===== src/hw/adctc_pkg.sv =====
// Package: register map, field positions and constants of the transfer channel
package adctc_pkg;
  // APB byte offsets
  localparam logic [7:0] OFF_CTRL = 8'h00;
  localparam logic [7:0] OFF_BLKSZ = 8'h04;
  localparam logic [7:0] OFF_CNT = 8'h08;
  localparam logic [7:0] OFF_RLD = 8'h0C;
  localparam logic [7:0] OFF_SRC = 8'h10;
  localparam logic [7:0] OFF_DST = 8'h14;
  localparam logic [7:0] OFF_EN1 = 8'h18;
  localparam logic [7:0] OFF_IRQF = 8'h1C;
  localparam logic [7:0] OFF_MASK = 8'h20;
  localparam logic [7:0] OFF_CONV = 8'h24;
  localparam logic [7:0] OFF_STAT = 8'h28;
  // Field positions of channel_control and the other registers
  localparam int B_MODE = 0;
  localparam int B_RPT_SEL = 1;
  localparam int B_SRCINC = 2;
  localparam int B_DSTINC = 3;
  localparam int B_SIZE = 6;
  localparam int B_ACT_EN = 5;
  localparam int B_REQ = 0;
  localparam int B_MASK = 0;
  localparam int B_RUN = 7;
  localparam int B_TRIG = 6;
  // Reset values
  localparam logic [7:0] RST_BYTE = 8'h00;
  localparam logic [15:0] RST_ADDR = 16'h0000;
  localparam logic [7:0] RST_MK = 8'hFF;
  // Converter stabilisation wait, hardware trigger wait mode
  localparam int STAB_NS = 1000;
  localparam int CLK_MHZ = 40;
  localparam int STAB_CYC = (STAB_NS * CLK_MHZ + 999) / 1000;
  typedef enum logic [1:0] {ADCTC_IDLE, ADCTC_RD, ADCTC_WR, ADCTC_DONE}
    adctc_state_e;
endpackage


===== src/hw/adctc_mem_if.sv =====
// Interface: byte memory port between channel engine and bus mover
`timescale 1ns/1ps
`default_nettype none
interface adctc_mem_if;
  logic req;
  logic wr;
  logic [15:0] addr;
  logic [7:0] wdata;
  logic [7:0] rdata;
  logic ack;
  modport eng (output req, output wr, output addr, output wdata,
    input rdata, input ack);
  modport mov (input req, input wr, input addr, input wdata,
    output rdata, output ack);
endinterface
`default_nettype wire


===== src/hw/adctc_mover.sv =====
// Bus mover: registers one byte access onto the memory pins
`timescale 1ns/1ps
`default_nettype none
module adctc_mover (
  input wire logic ref_clk,
  input wire logic arst_n,
  adctc_mem_if.mov mp,
  output logic mem_req,
  output logic mem_wr,
  output logic [15:0] mem_addr,
  output logic [7:0] mem_wdata,
  input wire logic [7:0] mem_rdata,
  input wire logic mem_ack
);
  logic busy_reg;
  // Single outstanding access; ack from memory ends it
  always_ff @(posedge ref_clk or negedge arst_n) begin
    if (!arst_n) begin
      busy_reg <= 1'b0;
      mem_req <= 1'b0;
      mem_wr <= 1'b0;
      mem_addr <= 16'h0000;
      mem_wdata <= 8'h00;
    end else if (!busy_reg && mp.req) begin
      busy_reg <= 1'b1;
      mem_req <= 1'b1;
      mem_wr <= mp.wr;
      mem_addr <= mp.addr;
      mem_wdata <= mp.wdata;
    end else if (busy_reg && mem_ack) begin
      busy_reg <= 1'b0;
      mem_req <= 1'b0;
    end
  end
  // Ack is combinational so the engine sees it in the same cycle
  assign mp.ack = busy_reg && mem_ack;
  assign mp.rdata = mem_rdata;
endmodule
`default_nettype wire


===== src/hw/adctc_channel.sv =====
// Top: A/D-triggered transfer channel with APB registers
//
// What this block does
// - Source address fixed when 0, increments when 1; ignored for repeat source.
// - Repeat select 0: destination is repeat area; 1: source is.
// - Repeat select has no effect in normal mode.
// - Mode bit 0 selects normal mode, 1 selects repeat mode.
// - Block size N moves N units; zero means 256 units.
// - Transfer count N allows N transfers; zero means 256.
// - Sixteen-bit source address feeds every block read.
// - Sixteen-bit destination address receives every block write.
// - Activation enable bit 5 lets conversion end start a transfer.
// - Activation enable clears itself on transfer end condition.
// - Request flag reads 1 while pending; software writes 0 to clear.
// - Mask bit 0 enables servicing, 1 disables it.
// - Run bit 1 starts conversion, 0 stops it.
// - Run bit reads 0 when stopped or in standby.
// - Run bit reads 1 through stabilisation wait and conversion.
// - Size bit selects 8-bit units when 0, 16-bit when 1.
// - Last counted transfer raises conversion end request instead.
// - Repeat destination steps one unit per unit moved, so N units per transfer of block size N.
`timescale 1ns/1ps
`default_nettype none
module adctc_channel #(
  parameter int STAB_CYCLES = adctc_pkg::STAB_CYC
) (
  input wire logic ref_clk,
  input wire logic arst_n,
  input wire logic psel,
  input wire logic penable,
  input wire logic pwrite,
  input wire logic [7:0] paddr,
  input wire logic [31:0] pwdata,
  output logic [31:0] prdata,
  output logic pready,
  output logic pslverr,
  input wire logic conv_end_pin,
  output logic conv_run,
  output logic conv_irq,
  output logic mem_req,
  output logic mem_wr,
  output logic [15:0] mem_addr,
  output logic [7:0] mem_wdata,
  input wire logic [7:0] mem_rdata,
  input wire logic mem_ack
);
  // Wait counter is 16 bits wide and must count at least once
  if (STAB_CYCLES < 1 || STAB_CYCLES > 65535) begin : g_stab_check
    $error("STAB_CYCLES out of range");
  end

  ////////////////////////////////////////////////////////////////////////////
  // Registers
  logic [7:0] ctrl_reg, blk_reg, cnt_reg, rld_reg, en1_reg, irqf_reg;
  logic [7:0] mask_reg, conv_reg;
  logic [15:0] src_reg, dst_reg, rpt_base_reg;
  logic [31:0] rdata_next;
  logic wr_acc, rd_acc, addr_ok;
  logic [2:0] sync_reg;
  logic ev_rise, ev_prev_reg;
  logic [15:0] stab_cnt_reg;
  adctc_pkg::adctc_state_e st_reg;
  logic [9:0] bytes_left_reg;
  logic [7:0] data_reg;
  logic blk_done, last_xfer;
  logic odd_reg, unit_end;
  logic [15:0] byte_ofs;
  adctc_mem_if mp();

  assign wr_acc = psel && penable && pwrite;
  assign rd_acc = psel && penable && !pwrite;

  // Bytes in one block; zero size means 256 units
  function automatic logic [9:0] blk_bytes(input logic [7:0] n,
    input logic wide);
    logic [8:0] units;
    units = (n == 8'h00) ? 9'd256 : {1'b0, n};
    blk_bytes = wide ? {units, 1'b0} : {1'b0, units};
  endfunction

  function automatic logic hit(input logic [7:0] a, input logic [7:0] o);
    hit = (a == o);
  endfunction

  // Address step of one unit: one byte or two
  function automatic logic [15:0] unit_step(input logic w);
    unit_step = w ? 16'h0002 : 16'h0001;
  endfunction

  ////////////////////////////////////////////////////////////////////////////
  // Conversion end input: three-stage sync, second and third agree
  always_ff @(posedge ref_clk or negedge arst_n) begin
    if (!arst_n) begin
      sync_reg <= 3'b000;
      ev_prev_reg <= 1'b0;
    end else begin
      sync_reg <= {sync_reg[1:0], conv_end_pin};
      if (sync_reg[2] == sync_reg[1]) begin
        ev_prev_reg <= sync_reg[2];
      end
    end
  end
  assign ev_rise = (sync_reg[2] == sync_reg[1]) && sync_reg[2] &&
    !ev_prev_reg;

  ////////////////////////////////////////////////////////////////////////////
  // Transfer engine
  logic rpt_mode, rpt_src, src_inc, dst_inc, wide;
  assign rpt_mode = ctrl_reg[adctc_pkg::B_MODE];
  assign rpt_src = rpt_mode && ctrl_reg[adctc_pkg::B_RPT_SEL];
  assign src_inc = rpt_src || ctrl_reg[adctc_pkg::B_SRCINC];
  assign dst_inc = (rpt_mode && !rpt_src) || ctrl_reg[adctc_pkg::B_DSTINC];
  assign wide = ctrl_reg[adctc_pkg::B_SIZE];
  assign last_xfer = (cnt_reg == 8'h01);

  assign mp.req = (st_reg == adctc_pkg::ADCTC_RD) ||
    (st_reg == adctc_pkg::ADCTC_WR);
  assign mp.wr = (st_reg == adctc_pkg::ADCTC_WR);
  // Write to destination
  // Upper byte of a 16-bit unit sits one above the unit address
  assign byte_ofs = wide ? {15'h0000, odd_reg} : 16'h0000;
  assign mp.addr = ((st_reg == adctc_pkg::ADCTC_WR) ? dst_reg : src_reg) +
    byte_ofs;
  assign mp.wdata = data_reg;
  assign blk_done = (st_reg == adctc_pkg::ADCTC_WR) && mp.ack &&
    (bytes_left_reg == 10'h001);

  // State sequence: one byte read then write until block ends
  always_ff @(posedge ref_clk or negedge arst_n) begin
    if (!arst_n) begin
      st_reg <= adctc_pkg::ADCTC_IDLE;
      bytes_left_reg <= 10'h000;
      data_reg <= 8'h00;
    end else begin
      unique case (st_reg)
        adctc_pkg::ADCTC_IDLE: begin
          if (ev_rise && en1_reg[adctc_pkg::B_ACT_EN]) begin
            bytes_left_reg <= blk_bytes(blk_reg, wide);
            st_reg <= adctc_pkg::ADCTC_RD;
          end
        end
        adctc_pkg::ADCTC_RD: begin
          if (mp.ack) begin
            data_reg <= mp.rdata;
            st_reg <= adctc_pkg::ADCTC_WR;
          end
        end
        adctc_pkg::ADCTC_WR: begin
          if (mp.ack) begin
            bytes_left_reg <= bytes_left_reg - 10'h001;
            st_reg <= blk_done ? adctc_pkg::ADCTC_DONE :
              adctc_pkg::ADCTC_RD;
          end
        end
        adctc_pkg::ADCTC_DONE: begin
          st_reg <= adctc_pkg::ADCTC_IDLE;
        end
      endcase
    end
  end

  ////////////////////////////////////////////////////////////////////////////
  // APB slave, zero wait states
  always_ff @(posedge ref_clk or negedge arst_n) begin
    if (!arst_n) begin
      pready <= 1'b0;
      pslverr <= 1'b0;
      prdata <= 32'h0000_0000;
    end else begin
      pready <= psel && !penable;
      pslverr <= psel && !penable && !addr_ok;
      prdata <= (psel && !penable && !pwrite) ? rdata_next : 32'h0000_0000;
    end
  end

  // Read mux; unmapped offsets answer with an error
  always_comb begin
    addr_ok = 1'b1;
    rdata_next = 32'h0000_0000;
    unique case (1'b1)
      hit(paddr, adctc_pkg::OFF_CTRL): rdata_next[7:0] = ctrl_reg;
      hit(paddr, adctc_pkg::OFF_BLKSZ): rdata_next[7:0] = blk_reg;
      hit(paddr, adctc_pkg::OFF_CNT): rdata_next[7:0] = cnt_reg;
      hit(paddr, adctc_pkg::OFF_RLD): rdata_next[7:0] = rld_reg;
      hit(paddr, adctc_pkg::OFF_SRC): rdata_next[15:0] = src_reg;
      hit(paddr, adctc_pkg::OFF_DST): rdata_next[15:0] = dst_reg;
      hit(paddr, adctc_pkg::OFF_EN1): rdata_next[7:0] = en1_reg;
      hit(paddr, adctc_pkg::OFF_IRQF): rdata_next[7:0] = irqf_reg;
      hit(paddr, adctc_pkg::OFF_MASK): rdata_next[7:0] = mask_reg;
      hit(paddr, adctc_pkg::OFF_CONV): rdata_next[7:0] = conv_reg;
      hit(paddr, adctc_pkg::OFF_STAT): rdata_next[1:0] = st_reg;
      default: addr_ok = 1'b0;
    endcase
  end

  ////////////////////////////////////////////////////////////////////////////
  // Plain software registers
  always_ff @(posedge ref_clk or negedge arst_n) begin
    if (!arst_n) begin
      ctrl_reg <= adctc_pkg::RST_BYTE;
      blk_reg <= adctc_pkg::RST_BYTE;
      rld_reg <= adctc_pkg::RST_BYTE;
      mask_reg <= adctc_pkg::RST_MK;
    end else if (wr_acc) begin
      if (hit(paddr, adctc_pkg::OFF_CTRL)) ctrl_reg <= pwdata[7:0];
      if (hit(paddr, adctc_pkg::OFF_BLKSZ)) blk_reg <= pwdata[7:0];
      if (hit(paddr, adctc_pkg::OFF_RLD)) rld_reg <= pwdata[7:0];
      if (hit(paddr, adctc_pkg::OFF_MASK)) mask_reg <= pwdata[7:0];
    end
  end

  // Count: hardware update beats a same-cycle software write
  always_ff @(posedge ref_clk or negedge arst_n) begin
    if (!arst_n) begin
      cnt_reg <= adctc_pkg::RST_BYTE;
    end else if (st_reg == adctc_pkg::ADCTC_DONE) begin
      // Reload on the last transfer (count 1) in repeat mode
      if (rpt_mode && last_xfer) cnt_reg <= rld_reg;
      // Zero wraps to 255, giving 256 transfers
      else cnt_reg <= cnt_reg - 8'd1;
    end else if (wr_acc && hit(paddr, adctc_pkg::OFF_CNT)) begin
      cnt_reg <= pwdata[7:0];
    end
  end

  // Byte half of the current 16-bit unit; a block starts on the low half
  always_ff @(posedge ref_clk or negedge arst_n) begin
    if (!arst_n) begin
      odd_reg <= 1'b0;
    end else if (st_reg == adctc_pkg::ADCTC_IDLE) begin
      odd_reg <= 1'b0;
    end else if (st_reg == adctc_pkg::ADCTC_WR && mp.ack && wide) begin
      odd_reg <= !odd_reg;
    end
  end
  // Addresses move only once a whole unit is written
  assign unit_end = !wide || odd_reg;

  // Addresses advance per unit; repeat area restored after last block
  always_ff @(posedge ref_clk or negedge arst_n) begin
    if (!arst_n) begin
      src_reg <= adctc_pkg::RST_ADDR;
      dst_reg <= adctc_pkg::RST_ADDR;
      rpt_base_reg <= adctc_pkg::RST_ADDR;
    end else if (st_reg == adctc_pkg::ADCTC_WR && mp.ack) begin
      // Fixed address keeps reading the same unit
      if (src_inc && unit_end) src_reg <= src_reg + unit_step(wide);
      if (dst_inc && unit_end) dst_reg <= dst_reg + unit_step(wide);
    end else if (st_reg == adctc_pkg::ADCTC_DONE) begin
      if (rpt_mode && last_xfer && rpt_src) src_reg <= rpt_base_reg;
      if (rpt_mode && last_xfer && !rpt_src) dst_reg <= rpt_base_reg;
    end else if (wr_acc && hit(paddr, adctc_pkg::OFF_SRC)) begin
      src_reg <= pwdata[15:0];
      if (ctrl_reg[adctc_pkg::B_RPT_SEL]) rpt_base_reg <= pwdata[15:0];
    end else if (wr_acc && hit(paddr, adctc_pkg::OFF_DST)) begin
      dst_reg <= pwdata[15:0];
      if (!ctrl_reg[adctc_pkg::B_RPT_SEL]) rpt_base_reg <= pwdata[15:0];
    end
  end

  // Activation enable; auto clear wins over a software set
  always_ff @(posedge ref_clk or negedge arst_n) begin
    if (!arst_n) begin
      en1_reg <= adctc_pkg::RST_BYTE;
    end else begin
      if (wr_acc && hit(paddr, adctc_pkg::OFF_EN1)) en1_reg <= pwdata[7:0];
      if (st_reg == adctc_pkg::ADCTC_DONE && last_xfer) begin
        en1_reg[adctc_pkg::B_ACT_EN] <= 1'b0;
      end
    end
  end

  // Request flag: hardware set beats software clear
  always_ff @(posedge ref_clk or negedge arst_n) begin
    if (!arst_n) begin
      irqf_reg <= adctc_pkg::RST_BYTE;
    end else begin
      if (wr_acc && hit(paddr, adctc_pkg::OFF_IRQF)) irqf_reg <= pwdata[7:0];
      // Last transfer or no activation raises request
      if ((st_reg == adctc_pkg::ADCTC_DONE && last_xfer) ||
          (ev_rise && !en1_reg[adctc_pkg::B_ACT_EN])) begin
        irqf_reg[adctc_pkg::B_REQ] <= 1'b1;
      end
    end
  end

  // Interrupt output gated by mask
  always_ff @(posedge ref_clk or negedge arst_n) begin
    if (!arst_n) begin
      conv_irq <= 1'b0;
    end else begin
      conv_irq <= irqf_reg[adctc_pkg::B_REQ] && !mask_reg[adctc_pkg::B_MASK];
    end
  end

  ////////////////////////////////////////////////////////////////////////////
  // Converter mode register and run state
  always_ff @(posedge ref_clk or negedge arst_n) begin
    if (!arst_n) begin
      conv_reg <= adctc_pkg::RST_BYTE;
      stab_cnt_reg <= 16'h0000;
      conv_run <= 1'b0;
    end else begin
      if (wr_acc && hit(paddr, adctc_pkg::OFF_CONV)) begin
        conv_reg <= pwdata[7:0];
        stab_cnt_reg <= 16'(STAB_CYCLES);
        conv_run <= pwdata[adctc_pkg::B_RUN] && !pwdata[adctc_pkg::B_TRIG];
      end else if (stab_cnt_reg != 16'h0000) begin
        // Wait mode: run bit already 1 during stabilisation
        stab_cnt_reg <= stab_cnt_reg - 16'h0001;
        if (stab_cnt_reg == 16'h0001) begin
          conv_run <= conv_reg[adctc_pkg::B_RUN];
        end
      end
    end
  end

  ////////////////////////////////////////////////////////////////////////////
  adctc_mover u_mover (
    .ref_clk(ref_clk),
    .arst_n(arst_n),
    .mp(mp),
    .mem_req(mem_req),
    .mem_wr(mem_wr),
    .mem_addr(mem_addr),
    .mem_wdata(mem_wdata),
    .mem_rdata(mem_rdata),
    .mem_ack(mem_ack)
  );
endmodule
`default_nettype wire


===== config.mk =====
export PLATFORM = sky130hd
export DESIGN_NAME = adctc_channel
export DESIGN_NICKNAME = d
export VERILOG_FILES = /design/src/hw/adctc_pkg.sv /design/src/hw/adctc_mem_if.sv /design/src/hw/adctc_mover.sv /design/src/hw/adctc_channel.sv
export SDC_FILE = /design/constraint.sdc
export NUM_CORES = 1
export LEC_CHECK = 0
export ABC_CLOCK_PERIOD_IN_PS = 5060
export BUFFER_PORTS_ARGS = -buffer_cell sky130_fd_sc_hd__buf_4
export CAP_MARGIN = 30
export CORE_MARGIN = 1
export CORE_UTILIZATION = 60
export CTS_CLUSTER_DIAMETER = 40
export DETAILED_ROUTE_END_ITERATION = 10
export GPL_TIMING_DRIVEN = 0
export PLACE_DENSITY_LB_ADDON = 0.25
export SYNTH_ARGS = -nofsm -noshare
export SYNTH_HDL_FRONTEND = slang
export SYNTH_HIERARCHICAL = 1
export SYNTH_SLANG_ARGS = --single-unit

===== constraint.sdc =====
create_clock -name ref_clk -period 5.06 [get_ports ref_clk]
set_clock_uncertainty 0.1 [all_clocks]
set_input_delay 1.012 -clock ref_clk [delete_from_list [all_inputs] [get_ports ref_clk]]
set_output_delay 1.012 -clock ref_clk [all_outputs]
set_load 0.05 [all_outputs]

==> results.yml, run 1 <==
clock_tree:
  clk_path_buf_depth: 2
  clk_latency_ns: 0.45
  cts_tree: "done"
  htreeDepth: 4
  cts_hold_buf: 0
  cts_root_buf: "clkbuf_16"
  path_clk_slew_ns: 0.08
  cts_setup_buffers: 0
  clock_sinks: 199
  cts_made_buffers: 17
  post_cts_resized: 0
sta:
  period_needed_ns: 4.60
  hold_viol: 0
  worst_pin_slew_ns: 1.10
  slew_headroom_pct: 26.1
  drv_slew: 0
  rsz0062_at_grt: "false"
  max_freq_ghz: 0.217
  period_share_pct: 90.9
  setup_tns_ns: 0
  setup_viol: 0
cells_and_area:
  diodes: 0
  fill_cells: 1451
  finish.utilization_pct: 69.4
  layout.nets: 1292
  fin_cells: 1464
  drive_above_1_share_pct: 24.9
  syn2layout_area_growth_pct: 13.3
logic_synthesis:
  synth_top_area_share_pct: 41.6
  syn_area_mm2: 0.0115
  ys_types: 83
  ys_seq_area_share_pct: 43.4
  ys_ff_latch: 199
  syn_inst: 1112
  ys.flop_type: "dfrtp_1"
  yosys_warnings: 6
  synth-edff-count: 0
  synth_top_cell_by_area: "dfrtp_1"
  syn-mean-instance-area_um2: 10.3
  synth_area_leaders: "dfrtp_1 (42%), mux2_2 (9.8%), mux2i_1 (5.1%), mux2_4 (2.6%), o21ai_0 (2.6%)"
  synth-async-reset-ratio_pct: 100
floorplanning:
  start_util_pct: 61.3
  die_area_mm2: 0.0197
  die_y_um: 140
  core_mm2: 0.0188
  ioPinCount: 117
  die-width_um: 140
  placementRows: 50
pwr:
  p_sw_mw: 2.45
  switching_share_pct: 40.4
  p_seq_share_pct: 36.5
  leakage_nw: 5.69
  combPwrFrac_pct: 39.5
  intPower_mw: 3.63
  pwr-share-clk_pct: 24.0
  p_per_area_mw_per_mm2: 467
  vdd_drop_max_v: 0.000283
  total_power_mw: 6.08
grt:
  globalRouteTotalUtil_pct: 32.2
  antenna_found_initial: 0
  grt_pass1_wl_mm: 48.8
  grt_overflow: 0
  grt_pass1_vias: 8852
  grt_max_degree: 106
worst_setup_path:
  crit_buf_inv: 6
  cp-start-kind: "flip-flop"
  cp_slowest_stage_delay_ns: 0.47
  critPathSlowestCell: "buf_1"
  cp-end-kind: "flip-flop"
  crit_family: "buffers and inverters"
  cp_data_arrival_time_ns: 4.84
  worstPathRequired_ns: 5.30
  crit_chain: "inv_1 -> ha_1 -> buf_2 -> buf_2 -> buf_2 -> buf_2 -> buf_1 -> nand2_1 -> o21ai_0 -> ha_1 -> ha_1 -> nand4_1 -> a21oi_1 -> nand4_1 -> xnor2_1 -> mux2i_1 -> mux2_2"
  cpMostUsedCell: "buf_2"
  crit_type: "reg -> reg"
  cp_max_fo: 10
detailed_routing:
  drt_iter0_drc: 978
  vias: 9336
  ant_nets: 0
  drc: 0
  first_pass_iters: 6
  wirelength_mm: 30.6
  wl_per_cell_um: 20.9
  avgViaCountPerCell: 6.38
run_status:
  status: "complete, no violations"
min_path:
  hold_class: "reg -> reg"
placement:
  dp_cells: 1432
  io_buffers: 69
  dp_hpwl_mm: 21.9
  gp_congestion: 0.942
run:
  max_cap_violations: 0
==> cell usage in the layout (no fill, tap or decap), types with 9 or more instances in the layout <==
cell | Yosys | final
dfrtp_1 | 191 | 191
mux2_2 | 100 | 100
buf_4 | 30 | 98
nand2_1 | 74 | 74
nor2_1 | 62 | 62
o21ai_0 | 60 | 60
mux2i_1 | 59 | 59
nand3_1 | 46 | 46
a21oi_1 | 44 | 44
clkbuf_1 | 41 | 41
inv_1 | 31 | 31
nor3_1 | 21 | 21
xor2_1 | 20 | 20
mux2_4 | 20 | 20
ha_1 | 18 | 18
a31oi_1 | 17 | 17
clkbuf_16 | 0 | 17
conb_1 | 1 | 16
buf_2 | 14 | 15
nand3b_1 | 13 | 13
nor4_1 | 13 | 13
a22o_1 | 13 | 13
xnor2_1 | 11 | 11
nor2b_1 | 11 | 11
o31ai_1 | 11 | 11
buf_1 | 10 | 10
and2_1 | 10 | 10
and3_1 | 10 | 10
o22ai_1 | 10 | 10
a22oi_1 | 9 | 9
==> final cells by class <==
| cell class | instances | area [µm²] | area share (%) |
|---|---|---|---|
| timing repair buffer | 71 | 558 | 4.28 |
| multi-input combinational | 796 | 5900 | 45.3 |
| buffer | 101 | 549 | 4.22 |
| clock buffer | 17 | 425 | 3.27 |
| sequential | 199 | 4990 | 38.3 |
| inverter | 31 | 116 | 0.893 |
| clock inverter | 15 | 199 | 1.53 |
| tap | 234 | 293 | 2.25 |
==> per-stage QoR <==
| step | hold WS [ns] | instance area [µm²] | worst slack (ns) |
|---|---|---|---|
| 3_3_place_gp | 0.235 | 12400 | 0.618 |
| 4_1_cts | 0.259 | 13000 | 0.498 |
| 3_5_place_dp | 0.241 | 12400 | 0.536 |
| 6_report | 0.255 | 13000 | 0.459 |
| 5_1_grt | 0.271 | 13000 | 0.0886 |
| 2_1_floorplan | 0.231 | 11600 | 1.48 |
==> Yosys cell counts, drive strengths merged, types with 5 or more instances <==
cell,instances
mux2i,59
a21oi,45
dfrtp,191
nor2,62
buf,58
xnor2,11
nand3b,13
ha,18
a22o,13
nand2,74
o221a,5
nor3,25
and2,10
a31oi,17
or3,7
inv,31
o21ai,68
mux2,120
dfstp,8
nand3,46
o22ai,10
o31ai,12
a22oi,9
o41ai,6
a221oi,5
nand2b,5
clkbuf,43
xor2,20
or4,8
nand4,8
and3,10
nor4,16
nor2b,11
==> power by group through the flow <==
stage / Sequential, mW / Combinational [mW] / Clock [mW]
after floorplan: 2.45 / 1.48 / 0
after global placement: 2.22 / 2.32 / 0
final: 2.22 / 2.40 / 1.46
after global routing: 2.26 / 2.59 / 1.52
after detailed placement: 2.24 / 2.37 / 0
after CTS: 2.21 / 2.38 / 1.47
==> cell families after synthesis <==
logic type | synth area share [%]
buffers and inverters | 5.79
xor gates and xnor gates | 2.36
adders and majority gates | 2.31
muxes | 17.9
other | 0.0326
and+or+nand+nor | 14.7
DFF | 43.4
AOI/OAI and AO/OA | 13.5
==> worst reg2reg max path, cell delays in order, from the launching register on <==
cell	delay, ns
dfrtp_1	0.42
inv_1	0.20
ha_1	0.26
buf_2	0.24
buf_2	0.24
buf_2	0.24
buf_2	0.31
buf_1	0.47
nand2_1	0.09
o21ai_0	0.12
ha_1	0.22
ha_1	0.21
nand4_1	0.15
a21oi_1	0.47
nand4_1	0.18
xnor2_1	0.17
mux2i_1	0.11
mux2_2	0.29
==> routing by layer <==
metal	part of all wire (%)	track usage, %	wire, µm	up-vias
li1	-	-	-	4224
met1	44	46.7	13600	4640
met2	46	50.0	14100	431
met3	7.5	4.82	2300	41
met4	1.9	10.0	581	0
met5	0	0	0	-
==> final timing paths <==
kind,start,slack (ns),cells after the start,end
hold / removal,sync_reg[0],0.26,0,sync_reg[1]
max in group asynchronous,arst_n,3.45,2,src_reg[11]
setup reg to reg,st_reg[0],0.46,17,u_mover/mem_addr[12]
hold reg to reg,sync_reg[0],0.26,0,sync_reg[1]
min in group asynchronous,arst_n,0.45,1,stab_cnt_reg[13]
setup / recovery,st_reg[0],0.46,17,u_mover/mem_addr[12]
(Power assumes the default switching activity.)
==> inputs of run 2 (changes only) <==
Settings changed: CORE_MARGIN 1 to 2.
==> results.yml, run 2 (synthesis results as in run 1) <==
clock_tree:
  clk_path_buf_depth: 2
  cts_hold_buf: 0
  cts_tree: "done"
  cts_root_buf: "clkbuf_16"
  post_cts_resized: 0
  htreeDepth: 4
  clock_sinks: 199
  cts_setup_buffers: 0
  clk_latency_ns: 0.44
  cts_made_buffers: 17
  path_clk_slew_ns: 0.07
floorplanning:
  ioPinCount: 117
  die-width_um: 142
  start_util_pct: 61.3
  die_area_mm2: 0.0203
  core_mm2: 0.0188
  die_y_um: 142
  placementRows: 50
sta:
  max_freq_ghz: 0.234
  drv_slew: 0
  period_needed_ns: 4.28
  slew_headroom_pct: 34.3
  setup_viol: 0
  period_share_pct: 84.5
  worst_pin_slew_ns: 0.977
  rsz0062_at_grt: "false"
  hold_viol: 0
  setup_tns_ns: 0
  timing.hold.ws_ns: 0.266
pwr:
  leakage_nw: 5.66
  vdd_drop_max_v: 0.000249
  p_per_area_mw_per_mm2: 459
  total_power_mw: 5.95
detailed_routing:
  avgViaCountPerCell: 6.26
  first_pass_iters: 6
  wirelength_mm: 30.5
  drc: 0
  drt_iter0_drc: 1053
  ant_nets: 0
  wl_per_cell_um: 20.8
  vias: 9156
cells_and_area:
  drive_above_1_share_pct: 24.8
  layout_common_cells: "dfrtp_1 (191), mux2_2 (100), buf_4 (98)"
  final_common_cell: "dfrtp_1"
  layout.nets: 1291
  diodes: 0
  fill_cells: 1458
  finish.utilization_pct: 69.1
  syn2layout_area_growth_pct: 12.7
  finalInstanceArea_mm2: 0.0130
worst_setup_path:
  ff2ff_setup_slack_ns: 0.78
  cp-end-kind: "flip-flop"
  timing.critical_path.from: "st_reg[0]"
  reg2reg_from: "st_reg[0]"
  crit_type: "reg -> reg"
  worstPathRequired_ns: 5.29
  cp-start-kind: "flip-flop"
  r2r_cells: 16
  cp_max_fo: 19
  cp_data_arrival_time_ns: 4.50
  critPathCapture: "u_mover/mem_addr[12]"
  r2r-end: "u_mover/mem_addr[12]"
grt:
  grt_max_degree: 125
  grt_pass1_wl_mm: 48.6
  globalRouteTotalUtil_pct: 30.9
  grt_pass1_vias: 8868
  grt_overflow: 0
  antenna_found_initial: 0
run_status:
  status: "complete, no violations"
placement:
  placed_cell_area_mm2: 0.0124
  gp_congestion: 0.999
  dp_hpwl_mm: 21.8
  io_buffers: 69
min_path:
  hold_class: "reg -> reg"
run:
  max_cap_violations: 0
[run 2: per-layer routing]
layer | share of wire (%) | track usage, % | vias to the layer above
met5 | 0 | 0 | -
met4 | 1.8 | 9.64 | 0
met3 | 8.3 | 5.65 | 48
met2 | 46 | 46.7 | 408
met1 | 44 | 45.5 | 4476
li1 | - | - | 4224
[run 2: power by group]
| group | internal (mW) | switching (mW) |
|---|---|---|
| clock | 0.660 | 0.666 |
| combinational | 0.953 | 1.45 |
| sequential | 1.91 | 0.310 |
[run 2: critical path: stages (launching register included)]
cell and delay, ns:
dfrtp_1 0.42, inv_1 0.21, ha_1 0.26, buf_2 0.25, buf_2 0.24, buf_2 0.24, buf_2 0.43, nand2_1 0.09
o21ai_0 0.11, ha_1 0.21, ha_1 0.22, nand4_1 0.16, a21oi_1 0.45, nand4_1 0.18, xnor2_1 0.18, mux2i_1 0.12
mux2_2 0.30
[run 2: final cells by class]
cell class              count  area, µm²  area share, %
plain buffers             100        546           4.21
clock buffers              19        443           3.42
clock inverters            13        116          0.898
inverters                  31        116          0.898
multi-input cells         796       5900           45.5
flip-flops and latches    199       4990           38.5
well taps                 234        293           2.26
repair buffers             71        558           4.31
[run 2: how the worst min path moves through the flow]
| stage | startpoint | to | slack, ns | cells after the start |
|---|---|---|---|---|
| 4_1_cts | sync_reg[0] | sync_reg[1] | 0.27 | 0 |
| 2_1_floorplan | sync_reg[0] | sync_reg[1] | 0.23 | 0 |
| 3_3_place_gp | sync_reg[0] | sync_reg[1] | 0.23 | 0 |
| 5_1_grt | sync_reg[0] | sync_reg[1] | 0.27 | 0 |
| 6_report | sync_reg[0] | sync_reg[1] | 0.27 | 0 |
| 3_5_place_dp | sync_reg[0] | sync_reg[1] | 0.25 | 0 |
[run 2: metrics by stage]
step	worst slack (ns)	instances
2_1_floorplan	1.48	1127
3_3_place_gp	0.627	1430
3_5_place_dp	0.518	1432
4_1_cts	0.511	1464
5_1_grt	0.358	1463
6_report	0.784	1463
